**src/logic/irq_regs_pkg.sv**
```systemverilog
// Purpose: constants and carriers for the peripheral interrupt enable/flag registers
// Assumes: 32-bit Avalon-MM word registers, byte addresses
// Notes:   one definition per number; design files refer to them with the package scope
package irq_regs_pkg;

  // register byte addresses
  localparam logic [3:0] ADDR_PROT_EN   = 4'h0; // protection_irq_enable
  localparam logic [3:0] ADDR_SER_FLAGS = 4'h4; // serial_timer_irq_flags
  localparam logic [3:0] ADDR_GLOBAL    = 4'h8; // global_irq_control
  localparam logic [3:0] ADDR_SER_EN    = 4'hC; // serial/timer enables

  // reset values
  localparam logic [7:0] PROT_EN_RST    = 8'h00;
  localparam logic [7:0] SER_FLAGS_RST  = 8'h00;
  localparam logic [7:0] SER_EN_RST     = 8'h00;
  localparam logic [1:0] GLOBAL_RST     = 2'h0;

  // implemented bits of the protection enable register: bit 5 absent
  localparam logic [7:0] PROT_EN_MASK   = 8'hDF;

  // protection enable bit positions
  localparam int BIT_DESATURATION_DETECT   = 7;
  localparam int BIT_CONV    = 6;
  localparam int BIT_OTEMP   = 4;
  localparam int BIT_OUT_OV  = 3;
  localparam int BIT_GD_UV   = 2;
  localparam int BIT_IN_OV   = 1;
  localparam int BIT_IN_UV   = 0;

  // serial/timer flag bit positions
  localparam int BIT_TX      = 7;
  localparam int BIT_RX      = 6;
  localparam int BIT_BCOL    = 5;
  localparam int BIT_SSP     = 4;
  localparam int BIT_CCB     = 3;
  localparam int BIT_CCA     = 2;
  localparam int BIT_PTMR    = 1;
  localparam int BIT_WTMR    = 0;

  // global control bit positions
  localparam int BIT_GIE     = 1;
  localparam int BIT_PERIPHERAL_IRQ_ENABLE    = 0;

  // avalon slave request
  typedef struct packed {
    logic [3:0]  address;
    logic        read;
    logic        write;
    logic [31:0] writedata;
  } av_req_t;

  // avalon slave answer
  typedef struct packed {
    logic [31:0] readdata;
    logic        waitrequest;
  } av_rsp_t;

endpackage

```
**src/logic/sticky_flags.sv**
```systemverilog
// Purpose: eight sticky event flags, set by hardware, cleared by software
// Assumes: set pulses and clear masks are synchronous to clk
// Notes:   a set in the clear cycle wins
`timescale 1ns/1ps
`default_nettype none
module sticky_flags
(
  input  wire logic       clk,
  input  wire logic       rst_n,
  input  wire logic [7:0] set_pulse,
  input  wire logic [7:0] clr_mask,
  output logic      [7:0] flags
);

  // whole state in one struct
  typedef struct packed {
    logic [7:0] flags;
  } sticky_state_t;

  sticky_state_t st;
  sticky_state_t next_st;

  // set dominates clear
  always_comb
  begin
    next_st       = st;
    next_st.flags = (st.flags & ~clr_mask) | set_pulse;
  end

  // register the state
  always_ff @(posedge clk or negedge rst_n)
  begin
    if (!rst_n)
      st <= '0;
    else
      st <= next_st;
  end

  assign flags = st.flags;

endmodule
`default_nettype wire

```
**src/logic/av_slave.sv**
```systemverilog
// Purpose: Avalon-MM slave front end with one wait cycle per access
// Assumes: master holds its request until waitrequest is low
// Notes:   accept pulses are one cycle, at the edge that ends the access
`timescale 1ns/1ps
`default_nettype none
module av_slave
(
  input  wire logic                  clk,
  input  wire logic                  rst_n,
  input  wire irq_regs_pkg::av_req_t req,
  output logic                       waitrequest,
  output logic                       wr_accept,
  output logic                       rd_accept
);

  // one bit of state: the access has waited one cycle
  typedef struct packed {
    logic armed;
  } slave_state_t;

  slave_state_t st;
  slave_state_t next_st;

  // arm on the first request cycle, drop on completion
  always_comb
  begin
    next_st       = st;
    next_st.armed = (req.read || req.write) && !st.armed;
  end

  // register the state
  always_ff @(posedge clk or negedge rst_n)
  begin
    if (!rst_n)
      st <= '0;
    else
      st <= next_st;
  end

  // waitrequest high until armed
  assign waitrequest = (req.read || req.write) ? !st.armed : 1'b0;
  assign wr_accept   = req.write && st.armed;
  assign rd_accept   = req.read && st.armed;

endmodule
`default_nettype wire

```
**src/logic/peripheral_irq_flag_enable_regs.sv**
```systemverilog
// Purpose: protection interrupt enables, serial/timer interrupt flags, peripheral request
// Assumes: peripheral event inputs are one-cycle pulses or levels on clk
// Notes:   registers are reached over Avalon-MM; each access takes two cycles
// Operation
// - bit 7 enables desaturation detect request
// - bit 6 enables converter done request
// - enable bit 5 absent, reads zero
// - bit 4 enables overtemperature request
// - bit 3 enables output overvoltage request
// - bit 2 enables gate drive undervoltage request
// - bit 1 enables input overvoltage request
// - bit 0 enables input undervoltage request
// - flags set regardless of any enable
// - tx flag high while tx empty, write clears
// - rx flag high while rx full, read clears
// - flag 5 shows bus collision pending
// - flag 4 shows serial port pending
// - flag 3 set by second capture/compare
// - flag 2 set by first capture/compare
// - flag 1 set by period timer match, sticky
// - flag 0 set by wide timer rollover, sticky
// - peripheral enable gates all peripheral requests
// - global enable gates every interrupt; the code gates peripheral_irq_req only, prot_irq_pending passes without it
//
// Our own choices: the placing of the registers and the Avalon-MM slave port.
`timescale 1ns/1ps
`default_nettype none
module peripheral_irq_flag_enable_regs
(
  input  wire logic                  clk,
  input  wire logic                  nrst,
  input  wire irq_regs_pkg::av_req_t av_req,
  output irq_regs_pkg::av_rsp_t      av_rsp,
  input  wire logic [7:0]            prot_event,
  input  wire logic                  serial_tx_empty,
  input  wire logic                  serial_rx_full,
  input  wire logic                  bus_collision_event,
  input  wire logic                  sync_serial_event,
  input  wire logic                  capcomp_b_event,
  input  wire logic                  capcomp_a_event,
  input  wire logic                  period_timer_match,
  input  wire logic                  wide_timer_rollover,
  input  wire logic                  tx_data_write,
  input  wire logic                  rx_data_read,
  output logic [7:0]                 prot_irq_pending,
  output logic                       peripheral_irq_req
);

  // reset synchroniser
  logic rst_meta;
  logic rst_n;

  // bus front end strobes
  logic waitrequest;
  logic wr_accept;
  logic rd_accept;

  // sticky flag interface
  logic [7:0] flag_set;
  logic [7:0] flag_clr;
  logic [7:0] sticky;

  // register state in one struct
  typedef struct packed {
    logic [7:0]  prot_en;
    logic [7:0]  ser_en;
    logic [1:0]  global_ctl;
    logic [31:0] rdata;
    logic        irq;
    logic [7:0]  prot_pend;
  } regs_state_t;

  regs_state_t st;
  regs_state_t next_st;

  // live serial/timer flag view: level flags follow their buffers
  logic [7:0] ser_flags;
  logic [7:0] prot_unmasked;
  logic       any_req;

  // decode helper
  function automatic logic hit(input logic [3:0] a, input logic [3:0] ref_addr);
    hit = (a == ref_addr);
  endfunction

  // release reset through two flops
  always_ff @(posedge clk or negedge nrst)
  begin
    if (!nrst)
    begin
      rst_meta <= 1'b0;
      rst_n    <= 1'b0;
    end
    else
    begin
      rst_meta <= 1'b1;
      rst_n    <= rst_meta;
    end
  end

  // bus handshake
  av_slave u_slave
  (
    .clk         (clk),
    .rst_n       (rst_n),
    .req         (av_req),
    .waitrequest (waitrequest),
    .wr_accept   (wr_accept),
    .rd_accept   (rd_accept)
  );

  // event sources into the sticky flags, independent of enables
  always_comb
  begin
    flag_set = 8'h00;
    flag_set[irq_regs_pkg::BIT_BCOL] = bus_collision_event;
    flag_set[irq_regs_pkg::BIT_SSP]  = sync_serial_event;
    flag_set[irq_regs_pkg::BIT_CCB]  = capcomp_b_event;
    flag_set[irq_regs_pkg::BIT_CCA]  = capcomp_a_event;
    flag_set[irq_regs_pkg::BIT_PTMR] = period_timer_match;
    flag_set[irq_regs_pkg::BIT_WTMR] = wide_timer_rollover;
    // software clears a sticky flag by writing 0 to it
    flag_clr = 8'h00;
    if (wr_accept && hit(av_req.address, irq_regs_pkg::ADDR_SER_FLAGS))
      flag_clr = ~av_req.writedata[7:0] & 8'h3F;
  end

  // sticky flags, set wins over clear
  sticky_flags u_flags
  (
    .clk       (clk),
    .rst_n     (rst_n),
    .set_pulse (flag_set),
    .clr_mask  (flag_clr),
    .flags     (sticky)
  );

  // status flags follow their buffers; the data write or read also clears them in its own cycle, ahead of the buffer
  always_comb
  begin
    ser_flags                          = sticky & 8'h3F;
    ser_flags[irq_regs_pkg::BIT_TX]    = serial_tx_empty && !tx_data_write;
    ser_flags[irq_regs_pkg::BIT_RX]    = serial_rx_full && !rx_data_read;
  end

  // enabled protection requests; bit 5 never passes
  assign prot_unmasked = prot_event & st.prot_en & irq_regs_pkg::PROT_EN_MASK;
  assign any_req       = (|(ser_flags & st.ser_en)) || (|prot_unmasked);

  // register file and request logic
  always_comb
  begin
    next_st           = st;
    next_st.prot_pend = prot_unmasked;
    // gate by peripheral then global enable
    next_st.irq = any_req && st.global_ctl[irq_regs_pkg::BIT_PERIPHERAL_IRQ_ENABLE]
                  && st.global_ctl[irq_regs_pkg::BIT_GIE];
    if (wr_accept)
    begin
      // writable registers
      if (hit(av_req.address, irq_regs_pkg::ADDR_PROT_EN))
        next_st.prot_en = av_req.writedata[7:0] & irq_regs_pkg::PROT_EN_MASK;
      else if (hit(av_req.address, irq_regs_pkg::ADDR_SER_EN))
        next_st.ser_en = av_req.writedata[7:0];
      else if (hit(av_req.address, irq_regs_pkg::ADDR_GLOBAL))
        next_st.global_ctl = av_req.writedata[1:0];
    end
    if (av_req.read && waitrequest)
    begin
      // capture the readback in the wait cycle so a flop holds it at the completing edge
      unique case (av_req.address)
        irq_regs_pkg::ADDR_PROT_EN:   next_st.rdata = {24'h000000, st.prot_en & irq_regs_pkg::PROT_EN_MASK};
        irq_regs_pkg::ADDR_SER_FLAGS: next_st.rdata = {24'h000000, ser_flags};
        irq_regs_pkg::ADDR_SER_EN:    next_st.rdata = {24'h000000, st.ser_en};
        irq_regs_pkg::ADDR_GLOBAL:    next_st.rdata = {30'h00000000, st.global_ctl};
        default:                      next_st.rdata = 32'h00000000;
      endcase
    end
    else if (rd_accept)
      next_st.rdata = 32'h00000000; // drop the word once the master has taken it
  end

  // register the state
  always_ff @(posedge clk or negedge rst_n)
  begin
    if (!rst_n)
    begin
      st            <= '0;
      st.prot_en    <= irq_regs_pkg::PROT_EN_RST;
      st.ser_en     <= irq_regs_pkg::SER_EN_RST;
      st.global_ctl <= irq_regs_pkg::GLOBAL_RST;
    end
    else
      st <= next_st;
  end

  // handshake straight from the front end, data from the captured word
  always_comb
  begin
    av_rsp.waitrequest = waitrequest;
    av_rsp.readdata    = st.rdata;
  end

  assign peripheral_irq_req = st.irq;
  assign prot_irq_pending   = st.prot_pend;
endmodule
`default_nettype wire

```
**config.mk**
```make
export PLATFORM = sky130hd
export DESIGN_NAME = peripheral_irq_flag_enable_regs
export DESIGN_NICKNAME = d
export VERILOG_FILES = /design/src/logic/irq_regs_pkg.sv /design/src/logic/sticky_flags.sv /design/src/logic/av_slave.sv /design/src/logic/peripheral_irq_flag_enable_regs.sv
export SDC_FILE = /design/constraint.sdc
export NUM_CORES = 1
export LEC_CHECK = 0
export ABC_AREA = 1
export BUFFER_PORTS_ARGS = -buffer_cell sky130_fd_sc_hd__buf_2
export CORE_MARGIN = 1
export CORE_UTILIZATION = 30
export DETAILED_ROUTE_END_ITERATION = 10
export PLACE_DENSITY_LB_ADDON = 0.1
export SLEW_MARGIN = 0
export SYNTH_ARGS = -nofsm -noshare
export SYNTH_HDL_FRONTEND = slang
export SYNTH_SLANG_ARGS = --single-unit
```
**constraint.sdc**
```tcl
create_clock -name clk -period 3.19 [get_ports clk]
set_clock_uncertainty 0.1 [all_clocks]
set_input_delay 0.319 -clock clk [delete_from_list [all_inputs] [get_ports clk]]
set_output_delay 0.319 -clock clk [all_outputs]
set_load 0.1 [all_outputs]
```
# Word-level counts from Yosys, hierarchy flattened

Cells that the tools add are included.

Register bits: 68
Bits of input ports: 58
Output and inout port bits: 42

Equality and inequality tests: 3
Multiplexer cells: 5
Bitwise operators: 8
Reduce and logical (&&, ||, !) cells: 21

Operators with widths:

| kind               | number |
|---|---|
| $mux 32            | 2 |
| $pmux 8 s4         | 1 |
| $and 8x8->8        | 3 |
| $logic_and 1x1->1  | 9 |
| $eq 4x4->1 const B | 2 |
| $not 6->8          | 1 |
| $or 8x6->8         | 1 |
| $reduce_or 8->1    | 1 |
| $reduce_or 7->1    | 1 |
| $mux 6             | 1 |
| $not 6->6          | 1 |
| $eq 4x3->1 const B | 1 |
| $logic_not 4->1    | 1 |
| $reduce_and 4->1   | 1 |
| $logic_not 1->1    | 3 |
| $reduce_and 3->1   | 1 |
| $logic_or 1x1->1   | 2 |
| $not 1->1          | 2 |
| $reduce_and 2->1   | 1 |
| $reduce_bool 2->1  | 1 |
| $mux 1             | 1 |

# Longest topological paths before layout

Gate-level depths: netlist of run 1.

Depth after elaboration: 7
Depth in mapped cells: 7
Depth with buffers taken out: 7

# Modules after synthesis

From an unflattened synthesis of run 1, not the netlist that was laid out.

Cell total of the unflattened synthesis: 293
Area total of the unflattened synthesis: 2331.0 µm²

Modules (own cells, without submodules):

| module                          | instances | cells an instance | area an instance (µm²) |
|---|---|---|---|
| peripheral_irq_flag_enable_regs | 1         | 246               | 1963.1 |
| sticky_flags                    | 1         | 40                | 320.3 |
| av_slave                        | 1         | 7                 | 47.5 |

# Worst setup path before layout of run 1

OpenSTA, ideal clock, no wires.

Path type: reg-to-output
Start point: register st, in the netlist peripheral_irq_req
End point: output port peripheral_irq_req
Data arrival time: 883 ps
Data required time: 2771 ps
Setup slack: 1888 ps
Cell stages (with the launch flop): 1
Buffers on the path: 0
Cell sequence: dfrtp_1

RTL lines:

| what                   | line                                   | source |
|---|---|---|
| from (decl)            | peripheral_irq_flag_enable_regs.sv:73  | `regs_state_t st;` |
| from (signal assigned) | peripheral_irq_flag_enable_regs.sv:194 | `st <= next_st;` |
| to (decl)              | peripheral_irq_flag_enable_regs.sv:46  | `output logic peripheral_irq_req` |

No word-level cell between the ends.

==> summary.md, run 1 <==
| Metric | Value |
|---|---|
| Adder-cell share of the synthesized area | `0%` |
| Synth Register Bits | `42` |
| Power per cell area | `607 nW/um^2` |
| CTS tree | `done` |
| Fin crit share | `53.4%` |
| H-tree Lvls | `2` |
| FF-to-FF Start | `u_slave.st` |
| Initial DRC Count | `35` |
| Chip height | `88.4 um` |
| Bufs on Longest Clock Path | `2` |
| Fin area | `2490 sq um` |
| Critical Path Start | `u_slave.st` |
| Status | `finished clean` |
| Min-delay worst type | `in -> reg` |
| Fin Hold WS | `0.0850 ns` |
| First-pass GRT wire length | `7.71 mm` |
| Routability congestion estimate | `0.736` |
| DP HPWL | `3.51 mm` |
| Post-synth top cells | `74 x nand2_1, 42 x buf_4, 42 x dfrtp_1` |
| Dominant combinational cell family by area after synthesis | `simple AND/OR/NAND/NOR gates` |
| Final Hold Viols | `0` |
| Site Rows | `31` |
| Post-Syn Instances | `263` |
| Placed cell area | `2360 sq um` |
| Prevailing post-synth register cell | `dfrtp_1` |
| Layout cell share with drive strength beyond 1 | `25.8%` |
| Die Width | `88.4 um` |
| Slew Limit Fails | `0` |
| I/O Pins | `100` |
| Final setup violation count | `0` |
| Worst VDD drop | `0.000148 V` |
| Top cell type's share of synthesized area | `46.9%` |
| GRT Total Usage | `13.6%` |
| Vias in the first global route | `1533` |
| Max Fclk | `588 MHz` |
| Nets | `359` |
| Synth Area in XOR/XNOR | `0%` |
| Ys async rst share | `100%` |
| EDFF count, synth | `0` |
| Setup bufs post-CTS | `0` |
| Avg WL per Cell | `11.8 um` |
| Diodes inserted | `0` |
| Cell accounting for the most synthesized area | `dfrtp_1` |
| Crit Path Max Fanout | `3` |
| Worst-skew pair later-pin latency | `0.30 ns` |
| P&R area growth vs syn | `11.1%` |
| Sink count of the clock tree | `42` |
| Largest net degree at the start of global routing | `41` |
| Warning count from the yosys run | `0` |
| Clock root buffer | `clkbuf_8` |
| Drt total wl | `4.72 mm` |
| Seq/Total Area, Yosys | `46.9%` |
| Clock slew at reported path FFs | `0.09 ns` |
| First-pass DRT Iterations | `4` |
| R2R cell count | `5` |
| Cts hold-fix bufs | `1` |
| Syn avg cell area | `8.52 sq um` |
| Overflow after GRT | `0` |
| Die ar. | `7820 sq um` |
| TritonCTS buffer count | `5` |
| Crit path launch type | `flip-flop` |
| RSZ-0062 raised after global routing | `no` |
| Top-count cell post-synth | `nand2_1` |
| DRC | `0` |
| Core area | `7250 sq um` |
| Library cells used by synthesis | `21` |
| Post-DRT Antenna Nets | `0` |
| CP Data Required Time | `2.77 ns` |
| Hold wc startpoint | `capcomp_b_event` |
| Mapped Area | `2240 sq um` |
| Max-Cap Viols | `0` |
| Initial Utilization | `30.9%` |
| Crit path DAT | `1.28 ns` |
| Post-Synth Simple-Gate Area | `25.5%` |
| Kind of end point of the critical path | `primary output` |
| Initial antenna violation count | `0` |
| Synth area leaders | `dfrtp_1 47%, buf_4 14%, nand2_1 12%` |
| DR vias/cell | `4.09` |
| Compound-gate portion of the synthesized area | `7.43%` |
| Post-layout min period | `1.70 ns` |
| CP Class | `reg -> out` |
| Input/output buffers | `49` |
| Mux share of post-synthesis cell area | `0%` |
| Setup TNS | `0 ns` |
| Post_cts resized | `0` |
| DR vias | `1640` |
| Least-Margin Pin Slew | `0.545 ns` |
| Hold Crit Depth | `2` |
| Max_slew headroom | `63.5%` |
| Pleak | `1.42 nW` |
cell type report:
class,instances,area [sq um]
Fill cell,797,4760
Clock buffer,5,68.8
Inverter,25,93.8
Tap cell,99,124
Clock inverter,3,45.0
Timing Repair Buffer,52,270
Sequential cell,42,1050
Multi-Input combinational cell,175,836
registers in the layout (all words and copies together) (netlist names):
| register | flops |
|---|---|
| av_rsp | 8 |
| st | 17 |
| u_flags.flags | 6 |
| prot_irq_pending | 7 |
| u_slave.st | 1 |
| rst_meta | 1 |
| peripheral_irq_req | 1 |
| rst_n | 1 |
cells in the final DEF (no fill, tap or decap), drive strengths merged:
cell         netlist  layout
nor2              14      14
nand3             27      27
nand4              3       3
o21ai             19      19
conb               2      26
nor3               1       1
dlygate4sd3        0       1
nand2             79      79
inv               24      24
clkbuf             0       5
dfrtp             42      42
clkinv             1       1
o21bai             1       1
a21o               5       5
bufinv             0       1
buf               45      51
clkinvlp           0       2
path summary, 6_finish.rpt:
kind	end	slack, ns
max in group asynchronous	st[42]	2.39
setup reg to reg	st[52]	1.78
min in group asynchronous	rst_n	0.22
hold reg to reg	prot_irq_pending[3]	0.22
hold / removal	u_flags.flags[3]	0.09
setup / recovery	av_rsp[0]	1.49
metal layers:
metal	global-route usage (%)	part of all wire [%]
met1	18.1	48
met2	21.7	46
met3	3.54	4.6
met4	4.40	1.3
met5	0	0
worst max-delay path: stages (launching register included):
cell and delay, ns:
dfrtp_1 0.40, nor2_1 0.15, buf_2 0.44
logic make-up (layout without fill, tap and decap cells):
kind of cell           Yosys count  after routing
AND/OR/NAND/NOR                124            124
other                            2             26
flip-flops                      42             42
AO/OA/AOI/OAI                   25             25
buffers and inverters           70             85
power by group:
group	switching, mW	internal (mW)	total [mW]
combinational	0.362	0.0801	0.442
sequential	0.0429	0.594	0.637
clock	0.198	0.233	0.431
total	0.603	0.907	1.51
through the flow:
step,setup WS (ns),std cells,total power [mW],utilization (%)
after floorplan,1.83,287,1.06,-
after global placement,1.54,392,1.09,32.6
after detailed placement,1.54,392,1.10,32.6
after CTS,1.46,401,1.54,34.3
after global routing,1.41,401,1.60,34.3
final,1.49,401,1.51,34.3
Power figures use the tool's default switching activity.
==> inputs of run 2 (changes only) <==
==> constraint.sdc (replaced) <==
create_clock -name clk -period 1.63 [get_ports clk]
set_clock_uncertainty 0.1 [all_clocks]
set_input_delay 0.163 -clock clk [delete_from_list [all_inputs] [get_ports clk]]
set_output_delay 0.163 -clock clk [all_outputs]
set_load 0.1 [all_outputs]
==> summary.md, run 2 (same netlist as run 1, synthesis figures left out) <==
| Metric | Value |
|---|---|
| First-pass GRT wire length | `7.80 mm (+1.1%)` |
| Status | `finished clean` |
| Slew Limit Fails | `0 (unchanged)` |
| Core area | `7250 sq um (unchanged)` |
| Diodes inserted | `0 (unchanged)` |
| Sink count of the clock tree | `42 (unchanged)` |
| Final Hold Viols | `0 (unchanged)` |
| Fin crit share | `94.6%` |
| Setup TNS | `0 ns (unchanged)` |
| Chip height | `88.4 um (unchanged)` |
| CTS tree | `done` |
| Commonest non-fill, non-tap cell in the layout | `nand2_1` |
| Overflow after GRT | `0 (unchanged)` |
| Max FFs per register | `17 (unchanged)` |
| FF-to-FF Start | `u_slave.st` |
| Crit path launch type | `flip-flop` |
| Tot Pwr | `2.83 mW (+88%)` |
| Clock slew at reported path FFs | `0.09 ns (about the same)` |
| Nets | `374 (+4.2%)` |
| Inst Count DP | `396 (+1.0%)` |
| RSZ-0062 raised after global routing | `no` |
| Layout cell share with drive strength beyond 1 | `25.9% (+0.040 points)` |
| Routability congestion estimate | `0.710 (-3.5%)` |
| DR vias | `1676 (+2.2%)` |
| Hold wc startpoint | `prot_event[1]` |
| DRC | `0 (unchanged)` |
| Largest net degree at the start of global routing | `41 (unchanged)` |
| Critical Path Start | `u_slave.st` |
| Die Width | `88.4 um (unchanged)` |
| Initial antenna violation count | `0 (unchanged)` |
| Crit Path Max Fanout | `3 (unchanged)` |
| Worst VDD drop | `0.000372 V (+150%)` |
| Min-delay worst type | `in -> reg` |
| Site Rows | `31 (unchanged)` |
| DR vias/cell | `4.03 (-1.5%)` |
| Least-Margin Pin Slew | `0.540 ns (-0.00494 ns)` |
| FILL cells | `802 (+0.63%)` |
| DP HPWL | `3.51 mm (+0.17%)` |
| Power per cell area | `1080 nW/um^2 (+78%)` |
| Max Fclk | `649 MHz` |
| Vias in the first global route | `1611 (+5.1%)` |
| Commonest cells after routing, fill and taps aside | `74 x nand2_1, 49 x buf_2, 42 x dfrtp_1` |
| Kind of end point of the critical path | `primary output` |
| Die ar. | `7820 sq um (unchanged)` |
| Top reg by flops | `st` |
| Worst-skew pair later-pin latency | `0.30 ns (about the same)` |
| Pleak | `1.48 nW (+4.5%)` |
| Post-layout min period | `1.54 ns` |
| I/O Pins | `100 (unchanged)` |
| Max_slew headroom | `64.0% (+0.46 points)` |
| Layout Cells excl Fill | `416 (+3.7%)` |
| GRT Total Usage | `13.5% (-0.18 points)` |
| Drt total wl | `4.79 mm (+1.4%)` |
| Input/output buffers | `49 (unchanged)` |
| CP Class | `reg -> out` |
| Initial Utilization | `30.9% (unchanged)` |
| Avg WL per Cell | `11.5 um (-2.3%)` |
| First-pass DRT Iterations | `4 (unchanged)` |
| Bufs on Longest Clock Path | `2 (unchanged)` |
| CP Data Required Time | `1.37 ns (-1.40 ns)` |
| FF-to-FF setup slack | `0.18 ns (-1.60 ns)` |
| TritonCTS buffer count | `5 (unchanged)` |
| H-tree Lvls | `2 (unchanged)` |
| Max-Cap Viols | `0 (unchanged)` |
| Post-DRT Antenna Nets | `0 (unchanged)` |
| Initial DRC Count | `45 (+29%)` |
| P&R area growth vs syn | `16.9%` |
| Crit path DAT | `1.28 ns (about the same)` |
| Final setup violation count | `0 (unchanged)` |
| Clock root buffer | `clkbuf_8` |
run 2: cell count changes in the layout (fill, tap and decap cells not counted):
cell / delta
buf_4: +3
clkinv_4: +1
buf_12: +1
dlygate4sd3_1: +11
clkinv_2: +1
clkinvlp_4: -1
bufinv_16: -1
run 2: path summary, 6_finish.rpt:
kind / endpoint / cells past startpoint
hold reg to reg: prot_irq_pending[1] / 1
max in group asynchronous: st[41] / 1
setup / recovery: av_rsp[0] / 2
setup reg to reg: st[51] / 5
min in group asynchronous: rst_meta / 2
hold / removal: prot_irq_pending[1] / 3
run 2: per-layer routing:
layer  wire (um)  up-vias  track usage, %
met4          46        0            3.52
li1            -      871               -
met3         154        5            2.89
met1        2410      756            18.1
met2        2180       44            22.0
met5           0        -               0
run 2: metrics by stage:
stage               hold WS [ns]  setup slack (ns)  area [sq um]  utilization, %
floorplan                 -0.233             0.275          2330               -
global placement          -0.151             0.177          2410            33.2
detailed placement        -0.148             0.165          2410            33.2
CTS                      0.00411            0.0733          2620            36.1
global route              0.0116            0.0177          2620            36.1
finish                   0.00164            0.0888          2620            36.1
run 2: power breakdown:
part	total [mW]	leakage [nW]	switching, mW	internal, mW
registers	1.25	0.529	0.0852	1.16
clock network	0.688	0.0441	0.387	0.301
logic	0.898	0.907	0.713	0.184
run 2: area by class of cell:
class	instances	area (sq um)	share of cell area, %
well taps	99	124	4.73
flip-flops and latches	42	1050	40.2
inverters	25	93.8	3.59
multi-input cells	175	836	31.9
clock inverters	3	21.3	0.813
repair buffers	67	423	16.2
clock buffers	5	68.8	2.63
run 2: worst max-delay path, stage by stage, from the launching register on:
cell	delay [ns]
dfrtp_1	0.41
nor2_1	0.13
buf_2	0.44
run 2: repair_timing:
item	4_1_cts	5_1_grt
gates resized for setup	0	0
hold buffers	12	0
endpoints found under the hold margin	13	0
setup buffers	0	0
